$ cat config.mk
export PLATFORM = sky130hd
export DESIGN_NAME = traction_brake
export DESIGN_NICKNAME = d
export VERILOG_FILES = /design/src/rtl/traction_pkg.sv /design/src/rtl/tick_timer.sv /design/src/rtl/input_scaler.sv /design/src/rtl/traction_brake.sv
export SDC_FILE = /design/constraint.sdc
export NUM_CORES = 2
export LEC_CHECK = 0
export CAP_MARGIN = 0
export CORE_MARGIN = 3
export CORE_UTILIZATION = 60
export CTS_BUF_LIST = sky130_fd_sc_hd__clkbuf_16
export DETAILED_ROUTE_END_ITERATION = 12
export DONT_BUFFER_PORTS = 1
export GPL_ROUTABILITY_DRIVEN = 0
export MAX_ROUTING_LAYER = met4
export PLACE_DENSITY = 0.87
export SYNTH_ARGS = -nofsm -noshare
export SYNTH_HDL_FRONTEND = slang
export SYNTH_SLANG_ARGS = --single-unit
$ cat constraint.sdc
create_clock -name clk -period 93.8 [get_ports clk]
set_input_delay 14.07 -clock clk [delete_from_list [all_inputs] [get_ports clk]]
set_output_delay 14.07 -clock clk [all_outputs]
set_load 0.1 [all_outputs]
$ cat src/rtl/traction_pkg.sv
// Shared constants for traction braking and input scaling
// How it works
// - Direction change brakes at programmed percentage
// - Neutral brakes at programmed neutral percentage
// - Full pedal brakes at pedal percentage
// - Speed mode ignores regen strength settings
// - Torque mode ramps to direction braking
// - Speed mode ramps to zero, then accelerates
// - Torque mode ramps to neutral braking
// - Speed mode neutral ramps speed to zero
// - Footbrake ramps over pedal ramp time
// - Hold zero speed after neutral/pedal ramp
// - Instant reversal only at or below sweep threshold
// - Current demand clamped to programmed limit
// - Gauge decrements when battery at/below nominal
// - Steer pump held after trigger removed
// - Park brake applied after standstill delay
// - Park brake released 0.1s after pulsing
// - Throttle scaled between zero and full volts
// - Setup 2 maps throttle reverse to forward
// - Pedal scaled from zero to pedal force
// - Steer pot ignored when motor select 0
// - Steer center voltage means no steering
// - Wig-wag forward above forward threshold, deadband
// - Wig-wag reverse past reverse threshold
package traction_pkg;
  // -----------------------------------------------------------------
  // Timing
  // -----------------------------------------------------------------
  localparam int CLK_HZ = 20000000;
  localparam int TICK_MS = 100;
  localparam int TICK_CYCLES = CLK_HZ / 1000 * TICK_MS;
  localparam int RELEASE_MS = 100;
  localparam int RELEASE_TICKS = RELEASE_MS / TICK_MS;
  // -----------------------------------------------------------------
  // Field widths and ranges
  // -----------------------------------------------------------------
  localparam int PCT_W = 7;
  localparam logic [6:0] PCT_MAX = 7'h64;
  localparam int TIME_W = 9;
  localparam logic [8:0] RAMP_MIN = 9'h001;
  localparam int VOLT_W = 6;
  localparam logic [5:0] VOLT_MAX = 6'h32;
  localparam int DEM_W = 8;
  localparam logic [7:0] DEM_FULL = 8'hFF;
  localparam logic [1:0] SETUP_WIGWAG = 2'h2;
  localparam logic [1:0] MSEL_SINGLE = 2'h0;
  localparam int AMP_W = 10;
  localparam int FREQ_W = 12;
  localparam int BAT_W = 8;
endpackage : traction_pkg

$ cat src/rtl/tick_timer.sv
// Tenth-second countdown timer driven by a shared tick
`timescale 1ns/100ps
module tick_timer #(
  parameter int W = 9
) (
  // Clock and reset
  input wire logic clk,
  input wire logic resetn,
  // Control
  input wire logic tick,
  input wire logic load,
  input wire logic [W-1:0] count,
  // Status
  output logic busy,
  output logic done
);
  typedef struct packed {
    logic [W-1:0] cnt;
    logic run;
    logic fin;
  } tmr_s;
  tmr_s q, d;

  // Load restarts; counting only on ticks so resolution is 0.1s
  always_comb begin
    d = q;
    d.fin = 1'b0;
    if (load) begin
      d.cnt = count;
      d.run = (count != '0);
      d.fin = (count == '0);
    end else if (q.run && tick) begin
      d.cnt = q.cnt - 1'b1;
      if (q.cnt == {{(W-1){1'b0}}, 1'b1}) begin
        d.run = 1'b0;
        d.fin = 1'b1;
      end
    end
  end

  // State register
  always_ff @(posedge clk or negedge resetn) begin
    if (!resetn) begin
      q <= '0;
    end else begin
      q <= d;
    end
  end

  assign busy = q.run;
  assign done = q.fin;

  a_timer_ends: assert property (@(posedge clk)
    disable iff (!resetn) q.run && !load && tick && q.cnt == 1 |=>
    done && !busy)
    else $error("timer did not finish");
endmodule : tick_timer

$ cat src/rtl/input_scaler.sv
// Linear mapping of a pot voltage onto a demand span
`timescale 1ns/100ps
module input_scaler #(
  parameter int VW = 6,
  parameter int OW = 8
) (
  // Clock and reset
  input wire logic clk,
  input wire logic resetn,
  // Calibration and sample
  input wire logic [VW-1:0] lo_v,
  input wire logic [VW-1:0] hi_v,
  input wire logic [VW-1:0] in_v,
  // Result, 0 at lo_v, full at hi_v
  output logic [OW-1:0] level
);
  typedef struct packed {
    logic [OW-1:0] lvl;
  } sc_s;
  sc_s q, d;
  logic [VW-1:0] span;
  logic [VW-1:0] off;
  logic [VW+OW-1:0] prod;

  // Clamp outside the window; a reversed window reads as zero
  always_comb begin
    d = q;
    span = hi_v - lo_v;
    off = in_v - lo_v;
    prod = (VW+OW)'(off) * (VW+OW)'({OW{1'b1}});
    if (hi_v <= lo_v || in_v <= lo_v) begin
      d.lvl = '0;
    end else if (in_v >= hi_v) begin
      d.lvl = {OW{1'b1}};
    end else begin
      d.lvl = OW'(prod / (VW+OW)'(span));
    end
  end

  // Output register
  always_ff @(posedge clk or negedge resetn) begin
    if (!resetn) begin
      q <= '0;
    end else begin
      q <= d;
    end
  end

  assign level = q.lvl;
endmodule : input_scaler

$ cat src/rtl/traction_brake.sv
// Braking demand, hold timing and input scaling for a traction drive
`timescale 1ns/100ps
module traction_brake #(
  parameter int TICK_CYCLES = traction_pkg::TICK_CYCLES
) (
  // Clock and reset
  input wire logic clk,
  input wire logic resetn,
  // Programmed strengths, percent
  input wire logic [6:0] direction_regen_strength,
  input wire logic [6:0] neutral_regen_strength,
  input wire logic [6:0] pedal_regen_strength,
  // Programmed times, tenths of a second
  input wire logic [8:0] direction_brake_ramp_time,
  input wire logic [8:0] neutral_brake_ramp_time,
  input wire logic [8:0] pedal_brake_ramp_time,
  input wire logic [8:0] hill_hold_time,
  input wire logic [8:0] steer_pump_hold_time,
  input wire logic [8:0] park_brake_apply_delay,
  // Limits, sixteenths of Hz, amps, volts
  input wire logic [6:0] instant_reversal_threshold,
  input wire logic [9:0] current_limit,
  input wire logic [7:0] nominal_battery_level,
  // Calibration voltages, tenths of a volt
  input wire logic [5:0] throttle_zero_voltage,
  input wire logic [5:0] throttle_full_voltage,
  input wire logic [5:0] pedal_zero_voltage,
  input wire logic [5:0] pedal_full_voltage,
  input wire logic [5:0] steer_left_lock_voltage,
  input wire logic [5:0] steer_center_voltage,
  input wire logic [5:0] steer_right_lock_voltage,
  input wire logic [5:0] forward_start_voltage,
  input wire logic [5:0] reverse_start_voltage,
  // Configuration
  input wire logic speed_mode,
  input wire logic [1:0] analog_setup,
  input wire logic [1:0] motor_select,
  // Vehicle inputs
  input wire logic fwd_sw,
  input wire logic rev_sw,
  input wire logic [5:0] throttle_v,
  input wire logic [5:0] pedal_v,
  input wire logic [5:0] steer_v,
  input wire logic [11:0] stator_freq,
  input wire logic [9:0] current_demand,
  input wire logic [7:0] battery_v,
  input wire logic steer_trigger,
  input wire logic standstill,
  input wire logic pulsing,
  // Demand outputs
  output logic [7:0] throttle_level,
  output logic throttle_fwd,
  output logic throttle_rev,
  output logic [7:0] pedal_level,
  output logic [6:0] brake_strength,
  output logic [7:0] ramp_level,
  output logic speed_to_zero,
  output logic accel_normal,
  output logic zero_hold,
  output logic instant_reversal_ok,
  output logic [9:0] current_cmd,
  output logic [6:0] steer_angle,
  output logic steer_left,
  // Vehicle outputs
  output logic battery_charge_gauge,
  output logic steer_pump_on,
  output logic park_brake_on
);
  // -----------------------------------------------------------------
  // State
  // -----------------------------------------------------------------
  typedef enum logic [3:0] {
    ST_DRIVE = 4'h1,
    ST_RAMP = 4'h2,
    ST_HOLD = 4'h4,
    ST_IDLE = 4'h8
  } brk_e;
  typedef enum logic [1:0] {
    SRC_DIR = 2'h0,
    SRC_NEU = 2'h1,
    SRC_PED = 2'h2
  } src_e;
  typedef struct packed {
    brk_e st;
    src_e src;
    logic [23:0] div;
    logic tick;
    logic [1:0] dir;
    logic [8:0] ramp_len;
    logic [8:0] ramp_cnt;
    logic [7:0] ramp;
    logic [6:0] strength;
    logic [9:0] icmd;
    logic [7:0] tlvl;
    logic tfwd;
    logic trev;
    logic [6:0] sang;
    logic sleft;
    logic gauge;
    logic brake;
    logic [1:0] rel_cnt;
    logic pulsing_q;
    logic trig_q;
    logic still_q;
    logic accel;
  } core_s;
  core_s q, d;

  logic [7:0] thr_lvl;
  logic [7:0] ped_lvl;
  logic pump_busy;
  logic pump_load;
  logic hold_busy;
  logic hold_done;
  logic hold_load;
  logic park_done;
  logic park_load;
  logic [1:0] want_dir;
  logic ped_on;
  logic wig;
  logic [5:0] s_span;
  logic [13:0] s_prod;

  // -----------------------------------------------------------------
  // Input scaling
  // -----------------------------------------------------------------
  input_scaler #(.VW(6), .OW(8)) u_thr (
    .clk(clk), .resetn(resetn),
    .lo_v(throttle_zero_voltage), .hi_v(throttle_full_voltage),
    .in_v(throttle_v), .level(thr_lvl)
  );
  input_scaler #(.VW(6), .OW(8)) u_ped (
    .clk(clk), .resetn(resetn),
    .lo_v(pedal_zero_voltage), .hi_v(pedal_full_voltage),
    .in_v(pedal_v), .level(ped_lvl)
  );

  // Timers share the tenth-second tick
  tick_timer #(.W(9)) u_hold (
    .clk(clk), .resetn(resetn), .tick(q.tick), .load(hold_load),
    .count(hill_hold_time), .busy(hold_busy), .done(hold_done)
  );
  tick_timer #(.W(9)) u_pump (
    .clk(clk), .resetn(resetn), .tick(q.tick), .load(pump_load),
    .count(steer_pump_hold_time), .busy(pump_busy), .done()
  );
  tick_timer #(.W(9)) u_park (
    .clk(clk), .resetn(resetn), .tick(q.tick), .load(park_load),
    .count(park_brake_apply_delay), .busy(), .done(park_done)
  );

  // Decode wanted direction; wig-wag has a neutral deadband
  always_comb begin
    wig = (analog_setup == traction_pkg::SETUP_WIGWAG);
    want_dir = {rev_sw, fwd_sw};
    if (wig) begin
      want_dir = 2'b00;
      if (throttle_v > forward_start_voltage) begin
        want_dir = 2'b01;
      end else if (throttle_v < reverse_start_voltage) begin
        want_dir = 2'b10;
      end
    end
    if (want_dir == 2'b11) begin
      want_dir = 2'b00;
    end
    ped_on = (ped_lvl != 8'h00);
  end

  // Trigger loads for the three timers
  assign pump_load = q.trig_q && !steer_trigger;
  assign park_load = standstill && !q.still_q;
  assign hold_load = (q.st == ST_RAMP) && (q.ramp_cnt == 9'h000) &&
    (q.src != SRC_DIR) && q.tick;

  // -----------------------------------------------------------------
  // Main next-state logic
  // -----------------------------------------------------------------
  always_comb begin
    d = q;
    s_span = '0;
    s_prod = '0;
    d.tick = 1'b0;
    d.div = q.div + 24'h000001;
    if (q.div == 24'(TICK_CYCLES - 1)) begin
      d.div = '0;
      d.tick = 1'b1;
    end
    d.pulsing_q = pulsing;
    d.trig_q = steer_trigger;
    d.still_q = standstill;
    d.accel = 1'b0;
    // Start a braking ramp on reversal, neutral entry or pedal
    if (want_dir != q.dir && q.dir != 2'b00 && want_dir != 2'b00 &&
        stator_freq > 12'(instant_reversal_threshold)) begin
      d.st = ST_RAMP;
      d.src = SRC_DIR;
      d.ramp_len = direction_brake_ramp_time;
      d.ramp_cnt = direction_brake_ramp_time;
      d.strength = direction_regen_strength;
    end else if (ped_on && q.src != SRC_PED) begin
      d.st = ST_RAMP;
      d.src = SRC_PED;
      d.ramp_len = pedal_brake_ramp_time;
      d.ramp_cnt = pedal_brake_ramp_time;
      d.strength = pedal_regen_strength;
    end else if (want_dir == 2'b00 && q.dir != 2'b00 && !ped_on) begin
      d.st = ST_RAMP;
      d.src = SRC_NEU;
      d.ramp_len = neutral_brake_ramp_time;
      d.ramp_cnt = neutral_brake_ramp_time;
      d.strength = neutral_regen_strength;
    end else begin
      case (q.st)
        ST_RAMP: begin
          if (q.tick && q.ramp_cnt != 9'h000) begin
            d.ramp_cnt = q.ramp_cnt - 9'h001;
          end
          if (q.ramp_cnt == 9'h000) begin
            if (q.src == SRC_DIR) begin
              d.st = ST_DRIVE;
              d.accel = 1'b1;
            end else if (q.tick) begin
              d.st = ST_HOLD;
            end
          end
        end
        ST_HOLD: begin
          if (hold_done || (!hold_busy && !hold_load)) begin
            d.st = ST_IDLE;
          end
        end
        ST_IDLE: begin
          if (want_dir != 2'b00 && !ped_on) begin
            d.st = ST_DRIVE;
            d.src = SRC_DIR;
          end
        end
        ST_DRIVE: begin
          if (!ped_on && q.src == SRC_PED) begin
            d.src = SRC_DIR;
          end
        end
        default: begin
          d.st = ST_DRIVE;
        end
      endcase
    end
    d.dir = want_dir;
    // Re-arm the pedal once released, but let a running ramp finish
    if (!ped_on && q.src == SRC_PED && d.st != ST_RAMP) begin
      d.src = SRC_DIR;
    end
    // Ramp fraction, 0 at start to full at end
    if (q.st == ST_RAMP && q.ramp_len >= traction_pkg::RAMP_MIN) begin
      d.ramp = 8'((17'(q.ramp_len - q.ramp_cnt) * 17'h000FF) /
        17'(q.ramp_len));
    end else if (q.st == ST_RAMP) begin
      d.ramp = traction_pkg::DEM_FULL;
    end else if (q.st == ST_DRIVE) begin
      d.ramp = '0;
    end
    // Clamp the current command
    d.icmd = (current_demand > current_limit) ? current_limit :
      current_demand;
    // Throttle: signed magnitude in setup 2; flags keep the deadband
    d.tlvl = thr_lvl;
    d.tfwd = (want_dir == 2'b01);
    d.trev = (want_dir == 2'b10);
    if (wig || analog_setup == traction_pkg::SETUP_WIGWAG) begin
      d.tlvl = thr_lvl[7] ? 8'({thr_lvl[6:0], 1'b1}) :
        8'({~thr_lvl[6:0], 1'b1});
    end
    // Steering angle against centre
    d.sang = '0;
    d.sleft = 1'b0;
    if (motor_select != traction_pkg::MSEL_SINGLE) begin
      if (steer_v < steer_center_voltage) begin
        s_span = steer_center_voltage - steer_left_lock_voltage;
        s_prod = 14'(steer_center_voltage - steer_v) * 14'h0064;
        d.sleft = 1'b1;
      end else begin
        s_span = steer_right_lock_voltage - steer_center_voltage;
        s_prod = 14'(steer_v - steer_center_voltage) * 14'h0064;
      end
      if (s_span != 6'h00) begin
        d.sang = 7'(s_prod / 14'(s_span));
      end
      if (d.sang > traction_pkg::PCT_MAX) begin
        d.sang = traction_pkg::PCT_MAX;
      end
    end
    d.gauge = (battery_v <= nominal_battery_level);
    // Park brake release after fixed delay, apply after standstill
    if (pulsing && !q.pulsing_q) begin
      d.rel_cnt = 2'(traction_pkg::RELEASE_TICKS);
    end else if (q.tick && q.rel_cnt != 2'h0 && pulsing) begin
      d.rel_cnt = q.rel_cnt - 2'h1;
      if (q.rel_cnt == 2'h1) begin
        d.brake = 1'b0;
      end
    end
    if (park_done && standstill && !pulsing) begin
      d.brake = 1'b1;
    end
  end

  // State register; brake engaged from reset
  always_ff @(posedge clk or negedge resetn) begin
    if (!resetn) begin
      q <= '0;
      q.st <= ST_IDLE;
      q.brake <= 1'b1;
    end else begin
      q <= d;
    end
  end

  // -----------------------------------------------------------------
  // Outputs
  // -----------------------------------------------------------------
  assign throttle_level = q.tlvl;
  assign throttle_fwd = q.tfwd;
  assign throttle_rev = q.trev;
  assign pedal_level = ped_lvl;
  // Speed mode drops strength settings, only ramps speed
  assign brake_strength = speed_mode ? 7'h00 : q.strength;
  assign ramp_level = q.ramp;
  assign speed_to_zero = speed_mode && (q.st == ST_RAMP);
  assign accel_normal = q.accel;
  assign zero_hold = (q.st == ST_HOLD);
  assign instant_reversal_ok =
    (stator_freq <= 12'(instant_reversal_threshold));
  assign current_cmd = q.icmd;
  assign steer_angle = q.sang;
  assign steer_left = q.sleft;
  assign battery_charge_gauge = q.gauge;
  // Last trigger cycle bridges the gap until the hold timer loads
  assign steer_pump_on = steer_trigger || q.trig_q || pump_busy;
  assign park_brake_on = q.brake;

  // -----------------------------------------------------------------
  // Checks
  // -----------------------------------------------------------------
  a_current_clamp: assert property (@(posedge clk)
    disable iff (!resetn) ##1 current_cmd <= $past(current_limit))
    else $error("current above limit");
  a_speed_strength: assert property (@(posedge clk)
    disable iff (!resetn) speed_mode |-> brake_strength == 7'h00)
    else $error("strength used in speed mode");
  a_gauge_level: assert property (@(posedge clk)
    disable iff (!resetn)
    battery_v <= nominal_battery_level |=> battery_charge_gauge)
    else $error("gauge not decrementing");
  a_pump_hold: assert property (@(posedge clk)
    disable iff (!resetn)
    $fell(steer_trigger) && steer_pump_hold_time != 0 |->
    steer_pump_on ##1 steer_pump_on)
    else $error("pump dropped early");
  a_steer_single: assert property (@(posedge clk)
    disable iff (!resetn) motor_select == 2'h0 |=> steer_angle == 7'h00)
    else $error("steer used in single motor");
  a_tick_period: assert property (@(posedge clk)
    disable iff (!resetn) q.tick |=> !q.tick)
    else $error("tick too long");
  a_hold_follows: assert property (@(posedge clk)
    disable iff (!resetn) hold_load |=> zero_hold)
    else $error("hold not entered");
  a_reversal_ramp: assert property (@(posedge clk)
    disable iff (!resetn) want_dir != q.dir && q.dir != 2'b00 &&
    want_dir != 2'b00 && !instant_reversal_ok |=> q.st == ST_RAMP)
    else $error("slow reversal did not ramp");
  c_ramp_seen: cover property (@(posedge clk) q.st == ST_RAMP);
  c_hold_seen: cover property (@(posedge clk) zero_hold);
  c_brake_off: cover property (@(posedge clk) $fell(park_brake_on));
  c_pump_tail: cover property (@(posedge clk)
    !steer_trigger && steer_pump_on);
endmodule : traction_brake

# Word-level counts from Yosys, hierarchy flattened
# Cells that the tools add are included.
# W data, S select, Z words.
word_totals:
  register_bits: 150
  in_bits: 214
  out_inout_bits: 58
  wordCells: 233
op_classes:
  addsub: 15
  multipliers: 5
  div: 4
  n_lt_le_gt_ge: 15
  n_eq_ne: 20
  n_mux: 66
  bitwise_logic: 1
  n_reduce_logical: 75
ops:
  columns: ["operator", "n"]
  rows:
  - ["$mux W8", 10]
  - ["$mux W11", 6]
  - ["$mux W7", 7]
  - ["$div A14 B6 Y14", 3]
  - ["$logic_not A9 Y1", 4]
  - ["$mux W18", 2]
  - ["$mux W6", 6]
  - ["$mux W9", 4]
  - ["$reduce_bool A9 Y1", 4]
  - ["$sub A6 B6 Y6", 6]
  - ["$sub A9 B1 Y9 const B", 4]
  - ["$mul A14 B5 Y12 const B", 2]
  - ["$mul A6 B8 Y14 const B", 2]
  - ["$mux W14", 2]
  - ["$reduce_bool A2 Y1", 14]
  - ["$eq A9 B1 Y1 const B", 3]
  - ["$logic_and A1 B1 Y1", 26]
  - ["$mux W25", 1]
  - ["$add A24 B1 Y24 const B", 1]
  - ["$eq A24 B21 Y1 const B", 1]
  - ["$le A6 B6 Y1", 4]
  - ["$mux W2", 10]
  - ["$div A17 B9 Y17", 1]
  - ["$mul A10 B9 Y17 const B", 1]
  - ["other kinds (39)", 77]

# Logic depth before layout (Yosys ltp)
logic_depth:
  word_depth: 17
  depth_mapped: 197
  ltp_nobuf: 189

# By module
# From an unflattened synthesis, not the netlist that was laid out.
unflattened:
  cells_unflattened: 4479
  hier_area_um2: 34754.6
modules_own_cells:
  columns: ["mod", "instances", "cells_each", "area_each_um2", "seq_area_each_um2"]
  rows:
  - ["traction_brake", 1, 2636, 20434.6, 2504.9]
  - ["input_scaler at u_thr", 1, 842, 6334.8, 200.2]
  - ["input_scaler at u_ped", 1, 803, 6112.1, 200.2]
  - ["tick_timer", 3, 66, 624.3, 275.3]

# Worst setup path before layout
# No wires, ideal clock.
synth_timing:
  path_kind: "input port to flip-flop"
  startpoint: "input port throttle_zero_voltage[1]"
  endpoint: "register u_thr.q, in the netlist u_thr.level[0]"
  setup_ns: 0.132
  arrival_ns: 42.186
  required_ns: 93.668
  path_slack_ns: 51.482
  cell_stages: 148
  path_buffers: 6
  cell_sequence: "inv_1 -> ha_1 -> a21o_1 -> a21o_1 -> a21oi_1 -> o21bai_1 -> xor2_1 -> inv_1 -> fa_1 -> inv_1 -> fa_1 -> fa_1 -> inv_1 -> ha_1 -> nor2b_1 -> o31a_1 -> o221a_2 -> nor2_1 -> [112 not listed] -> nand2b_1 -> a21o_1 -> a21o_1 -> inv_1 -> a32o_1 -> or3b_1 -> buf_2 -> mux2_1 -> ha_1 -> o21ai_0 -> nand2b_1 -> a21oi_1 -> nor2b_1 -> o21ai_0 -> nand2_1 -> a2111o_1 -> nor4_2 -> nor3_1"
synth_lines:
  columns: ["item", "line_no", "text"]
  rows:
  - ["start: declaration", "traction_brake.sv:25", "input wire logic [5:0] throttle_zero_voltage,"]
  - ["end signal: assignment", "input_scaler.sv:43", "q <= '0;"]
  - ["end signal: assignment", "input_scaler.sv:45", "q <= d;"]
  - ["end: declaration", "input_scaler.sv:20", "sc_s q, d;"]

==> out/qor.yml <==
synth_seq_cells: 148
cts_tree: "yes"
ys_warn_count: 0
synth_area_per_cell_um2: 7.697
hold_violations: 0
nets: 5284
setup_viol: 0
crit_path_frequent_cell: "o21a_1"
io_buffers: 0
syn_to_final_growth_pct: 3.775
cts_root_buffer: "clkbuf_16"
clkSlewWorstSetupHoldPaths_ps: 80
core-area_um2: 56600
cp-end-kind: "flip-flop"
synthFlopType: "dfrtp_1"
cts_resized: 0
worst-setup-path-type: "input port to flip-flop"
drtIter0Drc: 2760
die_area_um2: 60360
tns_ps: 0
min_from: "q[72]"
multi_input_area_um2: 28600
cp_max_fo: 16
synth_area_um2: 34470
seq_area_um2: 3706
fin_area_um2: 35770
top_level_ports: 272
drive_gt1_frac: 0.05959
ys_types: 116
die_height_um: 245.7
crit_slowest_cell: "or4_1"
cp_slowest_stage_delay_ps: 800
die_x_um: 245.7
vias: 33270
num-fill-cells: 4788
clock_path_buffers: 2
hold_path_end: "q[72]"
syn_nets: 5345
reg2reg_to: "ramp_level[0]"
async_flop_share: 1.000
netlist_instances: 4478
outcome: "complete, no violations"
maxSlewHeadroom: 0.2277
max_freq_mhz: 21.46
min_path_type: "flip-flop to flip-flop"
post-route-util: 0.6319
start_util: 0.6089
post-cts-setup-buffers: 0
required_ps: 94160
postRouteAntennaNets: 0
hold_buffers: 0
ys_seq_area_frac: 0.1075
num_rows: 87
slew_viol_final: 0
avgViaCountPerCell: 6.402
grt_usage: 0.3087
drv_cap: 0
wl_per_cell_um: 17.77
route.detailed.drc: 0
reg2reg_from: "q[60]"
finClkSkew_ps: 12.29
clock_sinks: 148
arrival_ps: 46970
hpwl_mm: 74.76
grt_overflow: 0
grt_pass1_vias: 32250
reg2reg_depth: 178
grt_pass1_wl_mm: 152.5
drt-pass1-iter-count: 8
clk_latency_ps: 500
r2r_setup_slack_ps: 50140
synth_edf_count: 0
hold_depth: 1
post_dp_cell_area_um2: 35140
htreeDepth: 4
fin_crit_sh: 0.4968
wl_mm: 92.37
start_kind: "input port"
antenna_found_initial: 10
worst_slew_pin_slew_ps: 1146
period_minus_slack_ps: 46600
rsz0062_at_grt: "no"
grt_max_degree: 149
cts_buffers: 17
[layout by cell type, fill, tap and decap left out, types with 29 or more instances in the layout]
cell type  netlist  final
a211oi_1        36     36
a21o_1          74     74
a21oi_1        282    282
a31oi_1         56     56
and2_1          34     34
buf_4           36     29
dfrtp_1        146    146
fa_1            91     91
ha_1           562    562
inv_1          432    432
mux2_2          81     81
mux2i_1         42     41
nand2_1        321    321
nand2b_1        81     81
nand3_1         84     84
nand4_1         48     48
nor2_1         356    356
nor2b_1         77     69
nor3_1         195    193
nor4_1          31     31
o211ai_1        42     42
o21a_1         192    192
o21ai_0        286    285
o31ai_1         63     63
or2_2           37     37
or3_1           50     50
xnor2_1        146    146
xor2_1          99     99
[state kept, by name (all words and copies together), names as in the netlist, 7 cells and up]
name / count
u_pump.q: 9
u_thr.level: 8
u_ped.level: 8
q: 62
ramp_level: 8
u_hold.q: 9
throttle_level: 8
steer_angle: 7
u_park.q: 9
current_cmd: 10
[worst max-delay path, delay by kind of cell]
kind,cells,cell delay (ps)
buffers and inverters,8,920
AOI/OAI and AO/OA,73,15520
muxes,3,990
adders and majority gates,20,6580
and+or+nand+nor,39,8550
xor gates and xnor gates,1,260
[Yosys cell counts (12+ instances only)]
library cell | number | share of area
o31a_1 | 22 | 0.0056
nor3b_1 | 16 | 0.0035
nand2_1 | 321 | 0.035
and2_1 | 34 | 0.0062
ha_1 | 562 | 0.20
or2_2 | 37 | 0.0067
nor2b_1 | 77 | 0.014
o22ai_1 | 17 | 0.0031
xnor2_1 | 146 | 0.037
o21a_1 | 192 | 0.042
nor2_1 | 356 | 0.039
dfrtp_1 | 146 | 0.11
nor4_1 | 31 | 0.0056
mux2i_1 | 42 | 0.012
o211ai_1 | 42 | 0.0091
a21oi_1 | 282 | 0.041
o21ai_1 | 15 | 0.0022
o21bai_1 | 21 | 0.0046
a31oi_1 | 56 | 0.010
nand3_1 | 84 | 0.012
clkbuf_1 | 60 | 0.0065
and3_1 | 28 | 0.0051
xor2_1 | 99 | 0.025
inv_1 | 432 | 0.047
nor3_1 | 195 | 0.028
nand4_1 | 48 | 0.0087
fa_1 | 91 | 0.053
nand2b_1 | 81 | 0.015
a211oi_1 | 36 | 0.0078
mux2_2 | 81 | 0.026
a21o_1 | 74 | 0.016
or4_1 | 17 | 0.0037
o21ai_0 | 286 | 0.042
a211o_1 | 16 | 0.0041
nand3b_1 | 12 | 0.0026
a22oi_1 | 15 | 0.0033
buf_4 | 36 | 0.0078
o31ai_1 | 63 | 0.014
a21boi_0 | 23 | 0.0050
or3_1 | 50 | 0.0091
[stage by stage]
stage	std cells	hold slack, ps	worst slack (ps)
CTS	5186	464.3	47820
floorplan	4478	432.9	51480
global placement	5154	448.1	48130
global route	5196	481.2	44280
detailed placement	5154	454.8	47400
finish	5197	457.8	47200
[layout make-up]
| type | instances | share of cell area |
|---|---|---|
| clock inverters | 15 | 0.004897 |
| well taps | 756 | 0.02644 |
| inverters | 432 | 0.04533 |
| multi-input cells | 3787 | 0.7995 |
| diodes | 11 | 0.0007696 |
| clock buffers | 17 | 0.01189 |
| repair buffers | 31 | 0.007556 |
| flip-flops and latches | 148 | 0.1036 |
[kinds of logic (layout without fill, tap and decap cells)]
group / after synthesis / after routing / synth area share
mux: 134 / 134 / 0.04298
buf+inv: 543 / 495 / 0.06378
compound gates: 1326 / 1326 / 0.2606
simple gates: 1426 / 1426 / 0.2048
fa+ha+maj: 655 / 655 / 0.2574
flops: 148 / 148 / 0.1075
other cells: 0 / 11 / 0
xor+xnor: 246 / 246 / 0.06291
[worst max-delay path by stage]
stage                                   startpoint             end  slack [ps]  cells after the start
after floorplan           throttle_zero_voltage[1]  u_thr.level[0]       51480                    148
after global placement               throttle_v[0]  u_thr.level[0]       48130                    140
after detailed placement             throttle_v[0]  u_thr.level[0]       47400                    144
after CTS                            throttle_v[0]  u_thr.level[0]       47820                    144
after global routing      throttle_zero_voltage[1]  u_thr.level[0]       44280                    143
final                                throttle_v[0]  u_thr.level[0]       47200                    144
[layer usage]
layer / track usage / part of all wire / wire, µm / up-vias
met4: 0.1223 / 0.037 / 3436 / 0
met2: 0.5081 / 0.47 / 42990 / 1303
li1: - / - / - / 16170
met5: - / 0 / 0 / -
met1: 0.3760 / 0.42 / 38800 / 15530
met3: 0.05430 / 0.077 / 7148 / 277
Power is left out: the tool's default activity adds up to more than one toggle a clock period on the data nets, which glitch-free logic cannot reach.
